## src/ppf_regs.svh

```systemverilog
// register offsets, reset values and timing figures of the phy packet framer
`ifndef PPF_REGS_SVH
`define PPF_REGS_SVH
`define PPF_OFF_NODE_ID 8'h00
`define PPF_OFF_INT_STAT 8'h04
`define PPF_OFF_INT_MASK 8'h08
`define PPF_OFF_PHY_STATE 8'h0c
`define PPF_OFF_TXQ0 8'h70
`define PPF_OFF_TXQ1 8'h78
`define PPF_NODE_ID_RST 16'hffff
`define PPF_MASK_RST 6'h00
`define PPF_GAP_DEFAULT 6'h3f
`define PPF_MARKER 16'h00e0
`define PPF_MARKER_CLR 16'h0000
`define PPF_ID_CONFIG 2'h0
`define PPF_ID_LINK_ON 2'h1
`define PPF_ID_SELF_ID 2'h2
`define PPF_EXT_PING 4'h0
`define PPF_RESPONSE_TIME_NS 1000
`define PPF_CLK_NS 10
// status bit positions
`define PPF_EV_TX_DONE 0
`define PPF_EV_CONFIG 1
`define PPF_EV_LINK_ON 2
`define PPF_EV_PING 3
`define PPF_EV_HDR_ERR 4
`define PPF_EV_CHK_ERR 5
`define PPF_EV_W 6
// phy state field positions
`define PPF_PS_ROOT 8
`define PPF_PS_BUSY 16
`endif

```

## src/ppf_pkg.sv

```systemverilog
// types of the phy packet framer
`default_nettype none
package ppf_pkg;
	typedef enum logic [1:0] {PPF_TX_IDLE, PPF_TX_Q0, PPF_TX_Q1} ppf_tx_e;
	typedef enum logic {PPF_RX_Q0, PPF_RX_Q1} ppf_rx_e;
	typedef struct packed {
		ppf_tx_e tx_st;
		ppf_rx_e rx_st;
		logic wr_pend;
		logic [7:0] wr_addr;
		logic [31:0] rdata;
		logic [31:0] tx_q1;
		logic [31:0] tx_data;
		logic tx_phy;
		logic [31:0] rx_q0;
		logic [15:0] node_id;
		logic [5:0] int_stat;
		logic [5:0] int_mask;
		logic [5:0] gap;
		logic force_root;
		logic [1:0] since;
		logic link_on;
		logic selfid_req;
		logic [15:0] selfid_info;
	} ppf_state_s;
endpackage : ppf_pkg
`default_nettype wire

```

## src/ppf_framer.sv

```systemverilog
// phy packet framer: ahb-lite registers, phy packet transmit and receive
//
// How it works
// - 00E0h in first quadlet marks phy packet
// - marker replaced by 0000h toward phy
// - leading 16 bits equal node id: header error
// - identifier 00 config, 01 link-on, 10 self-id
// - force-root set if root select matches, else cleared
// - force-root clear: root select ignored
// - gap update flag loads arbitration gap count
// - new gap count survives first bus reset
// - gap count reverts after second bus reset
// - config with both flags clear ignored, except a ping to this node
// - link-on to this node raises link-on event
// - ping to this node requests self-id
// - self-id request within response time
// - self-id content reflects present state
`timescale 1ns/100ps
`default_nettype none
`include "ppf_regs.svh"
module ppf_framer #(
	parameter int RESPONSE_TIME_NS = `PPF_RESPONSE_TIME_NS
) (
	input wire logic REF_CLK,
	input wire logic RST,
	input wire logic HSEL,
	input wire logic [31:0] HADDR,
	input wire logic [1:0] HTRANS,
	input wire logic HWRITE,
	input wire logic [2:0] HSIZE,
	input wire logic [31:0] HWDATA,
	input wire logic HREADY,
	output logic HREADYOUT,
	output logic [31:0] HRDATA,
	output logic HRESP,
	output logic TX_VALID,
	output logic [31:0] TX_DATA,
	output logic TX_PHY,
	input wire logic TX_READY,
	input wire logic RX_VALID,
	input wire logic [31:0] RX_DATA,
	input wire logic BUS_RESET,
	output logic LINK_ON,
	output logic SELFID_REQ,
	output logic [15:0] SELFID_INFO,
	output logic [5:0] GAP_COUNT,
	output logic FORCE_ROOT,
	output logic IRQ
);
	localparam int RESP_CYC = RESPONSE_TIME_NS / `PPF_CLK_NS;

	// refuse a response time shorter than the framer's own latency
	generate
		if (RESP_CYC < 2) begin : g_chk
			$error("response time below two clock cycles");
		end
	endgenerate

	// -----------------------------------------------------------------
	// decode helpers
	// -----------------------------------------------------------------
	function automatic logic is_port(input logic [7:0] a);
		is_port = (a == `PPF_OFF_TXQ0) || (a == `PPF_OFF_TXQ1);
	endfunction : is_port

	ppf_pkg::ppf_state_s r_reg;
	ppf_pkg::ppf_state_s r_next;

	logic addr_ok;
	logic stall;
	logic wr_do;
	logic [5:0] evt;
	logic [5:0] clr;
	logic [31:0] q0;
	logic [5:0] phys;
	logic [31:0] q_first;

	// address phase taken, write data phase to a transmit port stalled while sending
	assign addr_ok = HSEL && HTRANS[1] && HREADY;
	assign stall = r_reg.wr_pend && is_port(r_reg.wr_addr) &&
		(r_reg.tx_st != ppf_pkg::PPF_TX_IDLE);
	assign wr_do = r_reg.wr_pend && !stall;
	assign phys = r_reg.node_id[5:0];
	assign q0 = r_reg.rx_q0;

	// -----------------------------------------------------------------
	// next state
	// -----------------------------------------------------------------
	always_comb begin
		r_next = r_reg;
		evt = '0;
		clr = '0;
		q_first = HWDATA;
		r_next.link_on = 1'b0;
		r_next.selfid_req = 1'b0;

		// bus write in its data phase
		if (wr_do) begin
			r_next.wr_pend = 1'b0;
			case (r_reg.wr_addr)
				`PPF_OFF_NODE_ID: begin
					r_next.node_id = HWDATA[15:0];
				end
				`PPF_OFF_INT_STAT: begin
					clr = HWDATA[5:0];
				end
				`PPF_OFF_INT_MASK: begin
					r_next.int_mask = HWDATA[5:0];
				end
				`PPF_OFF_TXQ0: begin
					// marker identifies a phy packet
					r_next.tx_phy = (HWDATA[15:0] == `PPF_MARKER);
					if (HWDATA[15:0] == `PPF_MARKER) begin
						q_first[15:0] = `PPF_MARKER_CLR;
					end
					r_next.tx_data = q_first;
				end
				`PPF_OFF_TXQ1: begin
					r_next.tx_q1 = HWDATA;
					r_next.tx_st = ppf_pkg::PPF_TX_Q0;
				end
				default: begin
				end
			endcase
		end

		// new address phase
		if (addr_ok) begin
			r_next.wr_pend = HWRITE;
			r_next.wr_addr = HADDR[7:0];
			case (HADDR[7:0])
				`PPF_OFF_NODE_ID: r_next.rdata = {16'h0000, r_reg.node_id};
				`PPF_OFF_INT_STAT: r_next.rdata = {26'h0, r_reg.int_stat};
				`PPF_OFF_INT_MASK: r_next.rdata = {26'h0, r_reg.int_mask};
				`PPF_OFF_PHY_STATE: begin
					r_next.rdata = {15'h0,
						r_reg.tx_st != ppf_pkg::PPF_TX_IDLE,
						7'h00, r_reg.force_root, 2'h0, r_reg.gap};
				end
				default: r_next.rdata = 32'h0000_0000;
			endcase
		end

		// quadlets toward the phy interface
		case (r_reg.tx_st)
			ppf_pkg::PPF_TX_Q0: begin
				if (TX_READY) begin
					r_next.tx_data = r_reg.tx_q1;
					r_next.tx_st = ppf_pkg::PPF_TX_Q1;
				end
			end
			ppf_pkg::PPF_TX_Q1: begin
				if (TX_READY) begin
					r_next.tx_st = ppf_pkg::PPF_TX_IDLE;
					evt[`PPF_EV_TX_DONE] = 1'b1;
				end
			end
			default: begin
			end
		endcase

		// bus reset ages a freshly loaded gap count
		if (BUS_RESET) begin
			if (r_reg.since == 2'h0) begin
				r_next.since = 2'h1;
			end else if (r_reg.since == 2'h1) begin
				r_next.gap = `PPF_GAP_DEFAULT;
				r_next.since = 2'h2;
			end
		end

		// received phy packets, quadlet pairs
		if (RX_VALID) begin
			case (r_reg.rx_st)
				ppf_pkg::PPF_RX_Q0: begin
					r_next.rx_q0 = RX_DATA;
					r_next.rx_st = ppf_pkg::PPF_RX_Q1;
					// looks like data addressed to this node
					if (RX_DATA[31:16] == r_reg.node_id) begin
						evt[`PPF_EV_HDR_ERR] = 1'b1;
					end
				end
				ppf_pkg::PPF_RX_Q1: begin
					r_next.rx_st = ppf_pkg::PPF_RX_Q0;
					if (RX_DATA != ~q0) begin
						evt[`PPF_EV_CHK_ERR] = 1'b1;
					end else begin
						case (q0[31:30])
							`PPF_ID_CONFIG: begin
								if (q0[23]) begin
									r_next.force_root = (q0[29:24] == phys);
								end
								if (q0[22]) begin
									r_next.gap = q0[21:16];
									r_next.since = 2'h0;
								end
								if (q0[23] || q0[22]) begin
									evt[`PPF_EV_CONFIG] = 1'b1;
								end else if (q0[21:18] == `PPF_EXT_PING &&
									q0[29:24] == phys) begin
									// ping answered next cycle
									r_next.selfid_req = 1'b1;
									evt[`PPF_EV_PING] = 1'b1;
								end
								// other reserved forms fall through
							end
							`PPF_ID_LINK_ON: begin
								if (q0[29:24] == phys) begin
									r_next.link_on = 1'b1;
									evt[`PPF_EV_LINK_ON] = 1'b1;
								end
							end
							default: begin
							end
						endcase
					end
				end
				default: begin
					r_next.rx_st = ppf_pkg::PPF_RX_Q0;
				end
			endcase
		end

		// self-id content taken from updated state
		r_next.selfid_info = {phys, r_next.force_root, r_next.gap, 3'h0};

		// sticky status, a set beats a same-cycle clear
		r_next.int_stat = (r_reg.int_stat & ~clr) | evt;
	end

	// -----------------------------------------------------------------
	// state register
	// -----------------------------------------------------------------
	always_ff @(posedge REF_CLK) begin
		if (RST) begin
			r_reg <= '0;
			r_reg.tx_st <= ppf_pkg::PPF_TX_IDLE;
			r_reg.rx_st <= ppf_pkg::PPF_RX_Q0;
			r_reg.node_id <= `PPF_NODE_ID_RST;
			r_reg.int_mask <= `PPF_MASK_RST;
			r_reg.gap <= `PPF_GAP_DEFAULT;
			r_reg.since <= 2'h2;
		end else begin
			r_reg <= r_next;
		end
	end

	// outputs
	assign HREADYOUT = !stall;
	assign HRDATA = r_reg.rdata;
	assign HRESP = 1'b0;
	assign TX_VALID = (r_reg.tx_st != ppf_pkg::PPF_TX_IDLE);
	assign TX_DATA = r_reg.tx_data;
	assign TX_PHY = r_reg.tx_phy;
	assign LINK_ON = r_reg.link_on;
	assign SELFID_REQ = r_reg.selfid_req;
	assign SELFID_INFO = r_reg.selfid_info;
	assign GAP_COUNT = r_reg.gap;
	assign FORCE_ROOT = r_reg.force_root;
	assign IRQ = |(r_reg.int_stat & r_reg.int_mask);

	// -----------------------------------------------------------------
	// checks
	// -----------------------------------------------------------------
	logic rx_pair;
	assign rx_pair = RX_VALID && (r_reg.rx_st == ppf_pkg::PPF_RX_Q1) &&
		(RX_DATA == ~q0);

	marker_cleared_a: assert property (
		@(posedge REF_CLK) disable iff (RST)
		wr_do && r_reg.wr_addr == `PPF_OFF_TXQ0 &&
		HWDATA[15:0] == `PPF_MARKER |=>
		TX_DATA[15:0] == `PPF_MARKER_CLR && TX_PHY)
		else $error("marker not cleared");

	header_error_a: assert property (
		@(posedge REF_CLK) disable iff (RST)
		RX_VALID && r_reg.rx_st == ppf_pkg::PPF_RX_Q0 &&
		RX_DATA[31:16] == r_reg.node_id |=> r_reg.int_stat[`PPF_EV_HDR_ERR])
		else $error("header error missed");

	root_select_a: assert property (
		@(posedge REF_CLK) disable iff (RST)
		rx_pair && q0[31:30] == `PPF_ID_CONFIG && q0[23] |=>
		FORCE_ROOT == ($past(q0[29:24]) == phys))
		else $error("force root wrong");

	root_ignored_a: assert property (
		@(posedge REF_CLK) disable iff (RST)
		rx_pair && !q0[23] |=> $stable(FORCE_ROOT))
		else $error("root select not ignored");

	gap_load_a: assert property (
		@(posedge REF_CLK) disable iff (RST)
		rx_pair && q0[31:30] == `PPF_ID_CONFIG && q0[22] |=>
		GAP_COUNT == $past(q0[21:16]))
		else $error("gap count not loaded");

	gap_revert_a: assert property (
		@(posedge REF_CLK) disable iff (RST)
		BUS_RESET && r_reg.since == 2'h1 && !rx_pair |=>
		GAP_COUNT == `PPF_GAP_DEFAULT)
		else $error("gap count not reverted");

	gap_hold_a: assert property (
		@(posedge REF_CLK) disable iff (RST)
		BUS_RESET && r_reg.since == 2'h0 && !rx_pair |=> $stable(GAP_COUNT))
		else $error("gap count lost at first reset");

	link_on_a: assert property (
		@(posedge REF_CLK) disable iff (RST)
		rx_pair && q0[31:30] == `PPF_ID_LINK_ON && q0[29:24] == phys |=>
		LINK_ON ##1 !LINK_ON)
		else $error("link-on event missing");

	ping_reply_a: assert property (
		@(posedge REF_CLK) disable iff (RST)
		rx_pair && q0[31:30] == `PPF_ID_CONFIG && !q0[23] && !q0[22] &&
		q0[21:18] == `PPF_EXT_PING && q0[29:24] == phys |->
		##[1:2] SELFID_REQ && SELFID_INFO[15:10] == phys)
		else $error("self-id request late");

	reserved_cfg_a: assert property (
		@(posedge REF_CLK) disable iff (RST)
		rx_pair && q0[31:30] == `PPF_ID_CONFIG && !q0[23] && !q0[22] |=>
		$stable(FORCE_ROOT) && ($stable(GAP_COUNT) || $past(BUS_RESET)))
		else $error("reserved config acted on");

	inverse_check_a: assert property (
		@(posedge REF_CLK) disable iff (RST)
		RX_VALID && r_reg.rx_st == ppf_pkg::PPF_RX_Q1 && RX_DATA != ~q0 |=>
		r_reg.int_stat[`PPF_EV_CHK_ERR] && !LINK_ON && !SELFID_REQ)
		else $error("inverse check failed");

	tx_order_a: assert property (
		@(posedge REF_CLK) disable iff (RST)
		TX_VALID && TX_READY && r_reg.tx_st == ppf_pkg::PPF_TX_Q0 |=>
		TX_VALID && TX_DATA == $past(r_reg.tx_q1))
		else $error("second quadlet not sent");

endmodule : ppf_framer
`default_nettype wire

```

## config.mk

```make
export PLATFORM = sky130hd
export DESIGN_NAME = ppf_framer
export DESIGN_NICKNAME = d
export VERILOG_FILES = /design/src/ppf_pkg.sv /design/src/ppf_framer.sv
export VERILOG_INCLUDE_DIRS = /design/src /design/src/src
export SDC_FILE = /design/constraint.sdc
export NUM_CORES = 1
export LEC_CHECK = 0
export BUFFER_PORTS_ARGS = -buffer_cell sky130_fd_sc_hd__buf_2
export CORE_MARGIN = 2
export CORE_UTILIZATION = 49
export DETAILED_ROUTE_END_ITERATION = 16
export HOLD_SLACK_MARGIN = 0.12
export PLACE_DENSITY_LB_ADDON = 0.08
export SETUP_SLACK_MARGIN = 0.1
export SLEW_MARGIN = 15
export SYNTH_ARGS = -nofsm -noshare
export SYNTH_HDL_FRONTEND = slang
export SYNTH_SLANG_ARGS = --single-unit
```

## constraint.sdc

```tcl
create_clock -name REF_CLK -period 2.1 [get_ports REF_CLK]
set_input_delay 0.21 -clock REF_CLK [delete_from_list [all_inputs] [get_ports REF_CLK]]
set_output_delay 0.21 -clock REF_CLK [all_outputs]
set_load 0.05 [all_outputs]
```

### After elaboration in Yosys (flattened, before gate mapping)

Index checks and enable logic that the tools add are counted.

| cells by class | value |
|---|---|
| reductions and logical operators | 23 |
| multiplexer cells | 45 |
| eq/ne operators | 15 |
| bitwise gates (word level) | 7 |

Operator list:

| cell | count |
|---|---|
| $pmux W17 S4 | 1 |
| $mux W33 | 2 |
| $mux W32 | 2 |
| $mux W41 | 1 |
| $mux W6 | 6 |
| $mux W11 | 3 |
| $ne A32 B32 Y1 | 1 |
| $not A32 Y32 | 1 |
| $eq A8 B4 Y1 const B | 3 |
| $eq A16 B16 Y1 | 1 |
| $eq A16 B8 Y1 const B | 1 |
| $eq A8 B3 Y1 const B | 2 |
| $eq A8 B7 Y1 const B | 2 |
| $logic_not A8 Y1 | 2 |
| $mux W16 | 1 |
| $mux W2 | 8 |
| $mux W1 | 15 |
| $and A6 B6 Y6 | 2 |
| $reduce_and A2 Y1 | 5 |
| $mux W9 | 1 |
| $eq A2 B1 Y1 const B | 3 |
| $eq A6 B6 Y1 | 1 |
| $logic_and A1 B1 Y1 | 6 |
| $mux W3 | 2 |
| 14 further kinds | 18 |

| storage, ports and cells | value |
|---|---|
| logic and storage cells | 109 |
| output and inout port bits | 94 |
| bits in registers | 196 |

### Longest topological paths before layout

Gate-level depths: netlist of run 1.

| logic depth | value |
|---|---|
| depth in word-level cells | 10 |
| gate-level depth with buffers | 9 |
| gate-level depth less buffers | 7 |

### Worst setup path before layout of run 1

Ideal clock, no wire load.

| timing path | value |
|---|---|
| path kind | register to register |
| start point | register r_reg[194] in the netlist's numbering |
| end point | register r_reg (netlist bit TX_DATA[11]) |
| data required time | 1.965 ns |
| path slack | -0.112 ns |
| arrival time | 2.077 ns |
| cell stages (with the launch flop) | 9 |
| path buffers | 2 |
| cells stage by stage | dfxtp_1 inv_1 ha_1 inv_1 or4_1 buf_2 buf_2 a221oi_2 nor3_2 |

| between the ends | value |
|---|---|
| longest elaborated chain between the ends | 7 |
| elaborated cells between the ends (all ways) | 8 |
| classes of those cells | eq/ne: 1; mux: 3; reduce/logical: 4 |

RTL lines:

| element | line | RTL |
|---|---|---|
| start, declared | ppf_framer.sv:66 | `ppf_pkg::ppf_state_s r_reg;` |
| start signal, assigned | ppf_framer.sv:244 | `r_reg <= r_next;` |
| $reduce_bool A2 Y1 * | - |  |
| named net TX_VALID | ppf_framer.sv:36 | `output logic TX_VALID,` |
| $logic_and A1 B1 Y1 * | ppf_framer.sv:80 | `assign stall = r_reg.wr_pend && is_port(r_reg.wr_addr) &&` |
| $logic_not A1 Y1 * | ppf_framer.sv:82 | `assign wr_do = r_reg.wr_pend && !stall;` |
| $logic_and A1 B1 Y1 * | ppf_framer.sv:82 |  |
| $mux W33 * | ppf_framer.sv:98 | `if (wr_do) begin` |
| $mux W32 | ppf_framer.sv:147 | `if (TX_READY) begin` |
| $mux W32 * | ppf_framer.sv:145 | `case (r_reg.tx_st)` |

The timed path passes the listed nets; every way through them passes the cells marked *.
A chain may end at the register's enable or synchronous reset.

### Worst setup path after layout of run 1

| timing path | value |
|---|---|
| start point | register r_reg[185] in the netlist's numbering |
| end point | register r_reg (netlist bit TX_DATA[4]) |

| between the ends | value |
|---|---|
| longest elaborated chain between the ends | 9 |
| elaborated cells between the ends (all ways) | 11 |
| classes of those cells | eq/ne: 2; mux: 4; reduce/logical: 5 |

RTL lines:

| element | line | RTL |
|---|---|---|
| $eq A8 B7 Y1, on equally long branches | - |  |
| $logic_or A1 B1 Y1 | ppf_framer.sv:63 | `` is_port = (a == `PPF_OFF_TXQ0) \|\| (a == `PPF_OFF_TXQ1); `` |
| $logic_and A1 B1 Y1 (2 in series) | ppf_framer.sv:80 |  |
| $logic_not A1 Y1 | ppf_framer.sv:82 |  |
| $logic_and A1 B1 Y1 | ppf_framer.sv:82 |  |
| $mux W33 * | ppf_framer.sv:98 |  |
| $mux W32 | ppf_framer.sv:147 |  |
| $mux W32 * | ppf_framer.sv:145 |  |

Every way passes the cells marked *; elsewhere a longest branch is shown, timed or not.

==> results of run 1 <==
kinds of logic (layout without fill, tap and decap cells):
logic type	Yosys count	after routing	synth area share [%]
simple gates	384	384	21.6
fa+ha+maj	6	6	0.903
other cells	1	19	0.0451
xor+xnor	54	54	5.69
compound gates	154	154	12.4
flops	177	177	42.6
mux	39	39	5.63
buf+inv	154	306	11.1
synthesized netlist by cell type (13+ instances only):
master,count,area (µm²)
a211oi_1,19,143
a21oi_1,83,415
a22oi_1,19,143
buf_4,87,653
clkbuf_1,49,184
dfxtp_1,177,3540
mux2i_1,31,310
nand2_1,198,743
nand3b_1,19,143
nand4_1,18,113
nor2_1,67,251
nor3_1,13,65.1
xnor2_1,16,140
xor2_1,38,333
per-stage QoR:
stage	instances	utilization [%]
6_report	1359	62.5
5_1_grt	1359	62.5
4_1_cts	1356	61.8
3_5_place_dp	1253	54.0
3_3_place_gp	1253	54.0
2_1_floorplan	987	-
where the power goes:
part | internal (mW) | switching, mW | total (mW)
clock | 1.68 | 1.40 | 3.08
sequential | 3.42 | 0.0561 | 3.48
combinational | 0.308 | 0.460 | 0.768
total | 5.41 | 1.92 | 7.33
cells in the final DEF, fill, tap and decap left out, types with 19 or more instances in the layout:
| cell | count |
|---|---|
| nand2_1 | 196 |
| dfxtp_1 | 177 |
| buf_2 | 153 |
| a21oi_1 | 83 |
| dlygate4sd3_1 | 69 |
| nor2_1 | 66 |
| buf_4 | 35 |
| xor2_1 | 34 |
| mux2i_1 | 31 |
| a22oi_1 | 19 |
| nand3b_1 | 19 |
| a211oi_1 | 19 |
| conb_1 | 19 |
per-layer routing:
metal | global-route usage, % | vias up | share of wire [%]
met5 | 0 | - | 0
li1 | - | 3508 | -
met2 | 39.8 | 228 | 49
met1 | 30.8 | 3344 | 44
met3 | 4.27 | 39 | 4.9
met4 | 9.42 | 0 | 2.1
final timing paths:
path	to	slack (ns)	depth (start not counted)
max	TX_DATA[4]	-0.07	7
min	r_reg[125]	0.14	3
max reg2reg	TX_DATA[4]	-0.07	7
min reg2reg	r_reg[149]	0.45	2
final cells by class:
cell class	instances	area (µm²)	share of cell area (%)
clock inverters	14	131	1.27
multi-input cells	656	4030	38.9
well taps	220	275	2.66
repair buffers	268	1910	18.4
inverters	6	26.3	0.254
flip-flops and latches	177	3540	34.2
clock buffers	18	439	4.24
critical path, delay by kind of cell, from the launching register on:
family,cells,cell delay (ns)
AOI/OAI and AO/OA,2,0.26
buffers and inverters,2,0.26
DFF,1,0.31
and+or+nand+nor,3,1.27
repair_timing:
action / 4_1_cts / 5_1_grt
pin swaps: 5 / 7
buffers inserted: 2 / 2
setup endpoints to repair: 56 / 74
hold buffers: 69 / 0
endpoints found under the hold margin: 94 / 0
cloned: 0 / 1
gates resized for setup: 5 / 13
==> summary.md, run 1 <==
| Metric | Value |
|---|---|
| Die W | 134 µm |
| First-pass GRT wire length | 34.1 mm |
| Cell variety after synth | 49 |
| Hold Crit Start | HWDATA[5] |
| Syn_area_per_cell | 8.58 µm² |
| #FFs+latches synth | 177 |
| Antenna violations before repair | 0 |
| Synth Cell Area | 8310 µm² |
| Die area | 18000 µm² |
| Clk sink count | 177 |
| Vias/cell | 5.24 |
| Clk buf depth | 2 |
| Remaining global-route overflow | 0 |
| Final setup viols | 12 |
| CTS HTree Levels | 4 |
| Core Footprint | 16600 µm² |
| Clock period minus final worst setup slack | 2.17 ns |
| Detail Route Antenna Nets | 0 |
| Dpl cell area | 8960 µm² |
| Largest net degree at the start of global routing | 188 |
| WL/cell | 16.2 µm |
| Crit path largest cell delay | 0.57 ns |
| Max-cap check violation count | 0 |
| DRC | 0 |
| Register area share after synthesis | 42.6% |
| Final TNS setup | -0.493 ns |
| IO Port Bufs | 155 |
| Static leakage | 4.42 nW |
| Outcome | complete, but fails checks |
| Final Hold Viols | 0 |
| GRT Util Overall | 23.9% |
| RSZ-0062 raised after global routing | yes |
| Worst Hold Class | primary input to register |
| Vias in the first global route | 6627 |
| Clock Root Buffer | clkbuf_16 |
| Startpoint types | register |
| Failing checks | negative setup slack |
| Fin area | 10400 µm² |
| Final setup margin | -0.0735 ns |
| Max Clk Rate | 460 MHz |
| Num ports | 203 |
| Fillcell total | 1505 |
| DR vias | 7119 |
| Placed wire-length estimate | 14.8 mm |
| Synth Warn # | 0 |
| Critical Path RT | 2.45 ns |
| Share of layout cells above drive strength 1 | 24.8% |
| Max FO, Critical Path | 5 |
| TritonCTS clock tree | built |
| Worst-path cell chain | or4b_4 -> or4_4 -> a31oi_4 -> buf_4 -> buf_12 -> a221oi_2 -> nor3_1 |
| Final #Nets | 1241 |
| Mapped Cells | 969 |
| Setup WS pre-CTS | -0.0904 ns |
| CP Class | register to register |
| Slew margin rel. | 41.4% |
| Total power | 7.33 mW |
| Clock latency on the worst-skew pair | 0.43 ns |
| Final period utilization | 104% |
| Worst-Margin Slew | 0.879 ns |
| Synth Flop Type | dfxtp_1 |
| Max Clock Skew | 0.0136 ns |
| Cts bufs inserted | 17 |
| Ant. Diodes | 0 |
| Cell area power density | 707 nW/µm² |
| Die H | 134 µm |
| Routed wire length | 22.0 mm |
| Max reg flops | 68 |
| Clock Pin Slew Worst Setup and Hold Paths | 0.07 ns |
| FFs w/ async S/R, synth | 0% |
| Initial core utilization | 50.1% |
| Starting DRT DRC Count | 409 |
| Critical path origin | r_reg[185] |
| EDFF count, synth | 0 |
| Final GP Congestion | 0.849 |
| Area grow syn2layout | 24.6% |
| Worst setup EP type | register |
| R2R Path Start | r_reg[185] |
| FP Rows | 47 |
| Pre-antenna DRT Iters | 5 |
| VDD IR max | 586 µV |
| Max-slew violations | 0 |
| Final hold slack | 0.143 ns |
| Slowest cell on the critical path | or4_4 |
| CP arrival | 2.52 ns |
(Power assumes the default switching activity.)
==> run 2: changes to the inputs <==
--- a/config.mk
+++ b/config.mk
@@ -6,6 +6,7 @@
 export SDC_FILE = /design/constraint.sdc
 export NUM_CORES = 1
 export LEC_CHECK = 0
+export ABC_AREA = 1
 export BUFFER_PORTS_ARGS = -buffer_cell sky130_fd_sc_hd__buf_2
 export CORE_MARGIN = 2
 export CORE_UTILIZATION = 49
==> run 2 against run 1 <==
Against the previous run:
- the flow now finishes without violations
- combinational power rose by 32%
- non-clock buffer count decreased by 29
- global-route usage decreased by 0.34 points
- maximum frequency increased by 16%
- critical endpoint is now HREADYOUT
- via count rose by 14%
- clock power is 4% higher
- core utilization shrank 3.5 points
- sequential power rose by 2%
- flip-flop and latch count stayed put
==> summary.md, run 2 <==
| Metric | Value |
|---|---|
| Initial core utilization | 49.7% (-0.47 points) |
| Area leader, netlist | dfxtp_1 |
| Top-count cell post-synth | nand2_1 |
| Pre-antenna DRT Iters | 7 (+2) |
| Clock latency on the worst-skew pair | 0.43 ns (about the same) |
| VDD IR max | 607 µV (+3.7%) |
| Synth top area cells | dfxtp_1 (40%), nand2_1 (11%), a21oi_1 (8.2%) |
| Highest-count cells in the layout ignoring fill and taps | nand2_1 (259), dfxtp_1 (177), inv_1 (172) |
| Antenna violations before repair | 0 (unchanged) |
| Worst setup EP type | primary output |
| Startpoint types | register |
| Remaining global-route overflow | 0 (unchanged) |
| GRT Util Overall | 23.5% (-0.34 points) |
| Top-area cell type share of the netlist area | 40.0% (-2.6 points) |
| Clock period minus final worst setup slack | 1.87 ns (-0.299 ns) |
| TritonCTS clock tree | built |
| DR vias | 8103 (+14%) |
| Area grow syn2layout | 18.7% |
| Fin cells | 1640 (+21%) |
| FP Rows | 49 (+4.3%) |
| Outcome | completed |
| First-pass GRT wire length | 36.7 mm (+7.8%) |
| Largest net degree at the start of global routing | 78 (-59%) |
| Vias/cell | 4.94 (-5.7%) |
| Total power | 7.75 mW (+5.7%) |
| Max reg flops | 68 (unchanged) |
| CP arrival | 1.66 ns (-0.86 ns) |
| RSZ-0062 raised after global routing | no |
| Max Clk Rate | 533 MHz (+16%) |
| Dpl cell area | 9250 µm² (+3.3%) |
| Max FO, Critical Path | 3 (-2) |
| Max-cap check violation count | 0 (unchanged) |
| Clock Pin Slew Worst Setup and Hold Paths | 0.07 ns (about the same) |
| Syn_area_per_cell | 7.03 µm² (-18%) |
| Final Hold Viols | 0 (unchanged) |
| Core Footprint | 17800 µm² (+7.6%) |
| Worst Hold Class | primary input to register |
| Synth Warn # | 0 (unchanged) |
| Synth top cells by count | nand2_1 (259), dfxtp_1 (177), inv_1 (173), a21oi_1 (146), o21ai_0 (114) |
| WL/cell | 13.9 µm (-14%) |
| Final GP Congestion | 0.919 (+8.3%) |
| Fin area | 10500 µm² (+1.5%) |
| Final #Nets | 1513 (+22%) |
| Synth Flop Type | dfxtp_1 |
| Die H | 138 µm (+3.1%) |
| Starting DRT DRC Count | 524 (+28%) |
| Final setup margin | 0.225 ns (+0.299 ns) |
| Commonest non-fill, non-tap cell in the layout | nand2_1 |
| DRC | 0 (unchanged) |
| Share of layout cells above drive strength 1 | 16.0% (-8.7 points) |
| Mapped Cells | 1261 (+30%) |
| CTS HTree Levels | 4 (unchanged) |
| Clock Root Buffer | clkbuf_16 |
| Max-slew violations | 0 (unchanged) |
| Ant. Diodes | 0 (unchanged) |
| Die W | 138 µm (+3.1%) |
| FFs w/ async S/R, synth | 0% (unchanged) |
| IO Port Bufs | 155 (unchanged) |
| Setup WS pre-CTS | 0.114 ns (+0.205 ns) |
| Num ports | 203 (unchanged) |
| Final period utilization | 89.3% (-14 points) |
| Clk sink count | 177 (unchanged) |
| Dpl cells | 1542 (+23%) |
| Routed wire length | 22.8 mm (+4.0%) |
| #FFs+latches synth | 177 (unchanged) |
| Static leakage | 5.05 nW (+14%) |
| Vias in the first global route | 7201 (+8.7%) |
| Critical Path RT | 1.89 ns (-0.56 ns) |
| Cts bufs inserted | 17 (unchanged) |
| Die area | 19200 µm² (+6.4%) |
| EDFF count, synth | 0 (unchanged) |
| Detail Route Antenna Nets | 0 (unchanged) |
| Final setup viols | 0 (-12) |
| Cell area power density | 737 nW/µm² (+4.2%) |
| Placed wire-length estimate | 16.4 mm (+11%) |
| CP Class | register to primary output |
| Cell variety after synth | 42 (-14%) |
| Register area share after synthesis | 40.0% (-2.6 points) |
| Max Clock Skew | 0.00834 ns (-0.00521 ns) |
| Final TNS setup | 0 ns (+0.493 ns) |
| Clk buf depth | 2 (unchanged) |
| Synth Cell Area | 8860 µm² (+6.6%) |
run 2: changes by cell type in the layout (fill, tap and decap cells not counted), sizes merged, moves of 13 or more:
cell    previous run  this run
inv                9       178
nand3b            19         2
o21ai              2       124
nor3              23         7
nor2              67        92
a22oi             19         1
o211ai             0        13
a211oi            19         0
mux2i             31         0
buf              198       173
a21oi             83       146
nand3             12        57
nand2            198       259
xor2              38        10
run 2: critical path: stages, from the launching register on:
cell	delay [ns]
dfxtp_1	0.34
inv_1	0.08
ha_1	0.25
nor3_4	0.24
inv_1	0.11
buf_2	0.23
run 2: cells by family after synthesis:
| family | Yosys count | share of synthesized area, % |
|---|---|---|
| AO/OA/AOI/OAI | 293 | 17.3 |
| adder cells (fa/ha/maj) | 6 | 0.847 |
| XOR/XNOR | 18 | 1.78 |
| buffers and inverters | 316 | 17.6 |
| flip-flops | 177 | 40.0 |
| AND/OR/NAND/NOR | 450 | 22.4 |
| other | 1 | 0.0423 |
run 2: cell type report:
cell class                      count  area, µm²
Clock buffer                       18        429
Clock inverter                     14        155
Fill cell                        1730       7330
Inverter                          177        668
Multi-Input combinational cell    786       3830
Sequential cell                   177       3540
Tap cell                          229        287
Timing Repair Buffer              239       1600
run 2: path summary, 6_finish.rpt:
check / from / end / slack [ns] / cells past startpoint
max reg2reg: r_reg[194] / TX_DATA[17] / 0.27 / 10
min: HADDR[6] / r_reg[190] / 0.14 / 3
max: r_reg[194] / HREADYOUT / 0.23 / 5
min reg2reg: r_reg[122] / r_reg[122] / 0.44 / 2
run 2: routing by layer:
metal  vias to the layer above  global-route usage (%)  wire length, µm
li1                       4214                       -                -
met1                      3660                    33.0            10900
met2                       206                    38.0            10500
met3                        23                    3.60             1180
met4                         0                    6.34              295
met5                         -                       0                0
run 2: metrics by stage:
stage          util (%)  hold WS, ns
2_1_floorplan         -        0.296
3_3_place_gp       51.9        0.427
3_5_place_dp       51.9        0.431
4_1_cts            58.8        0.121
5_1_grt            58.9        0.164
6_report           58.9        0.137
run 2: power by group:
group | leakage [nW] | switching (mW) | internal [mW] | total (mW)
sequential | 1.44 | 0.0785 | 3.46 | 3.54
combinational | 3.33 | 0.668 | 0.340 | 1.01
clock | 0.281 | 1.43 | 1.77 | 3.20
total | 5.05 | 2.17 | 5.58 | 7.75
run 2: repair_timing:
| action | in CTS | in global routing |
|---|---|---|
| endpoints found under the hold margin | 99 | 0 |
| endpoints found under the setup margin | 0 | 33 |
| resized for setup | 0 | 4 |
| hold buffers | 66 | 0 |
| setup buffers | 0 | 0 |
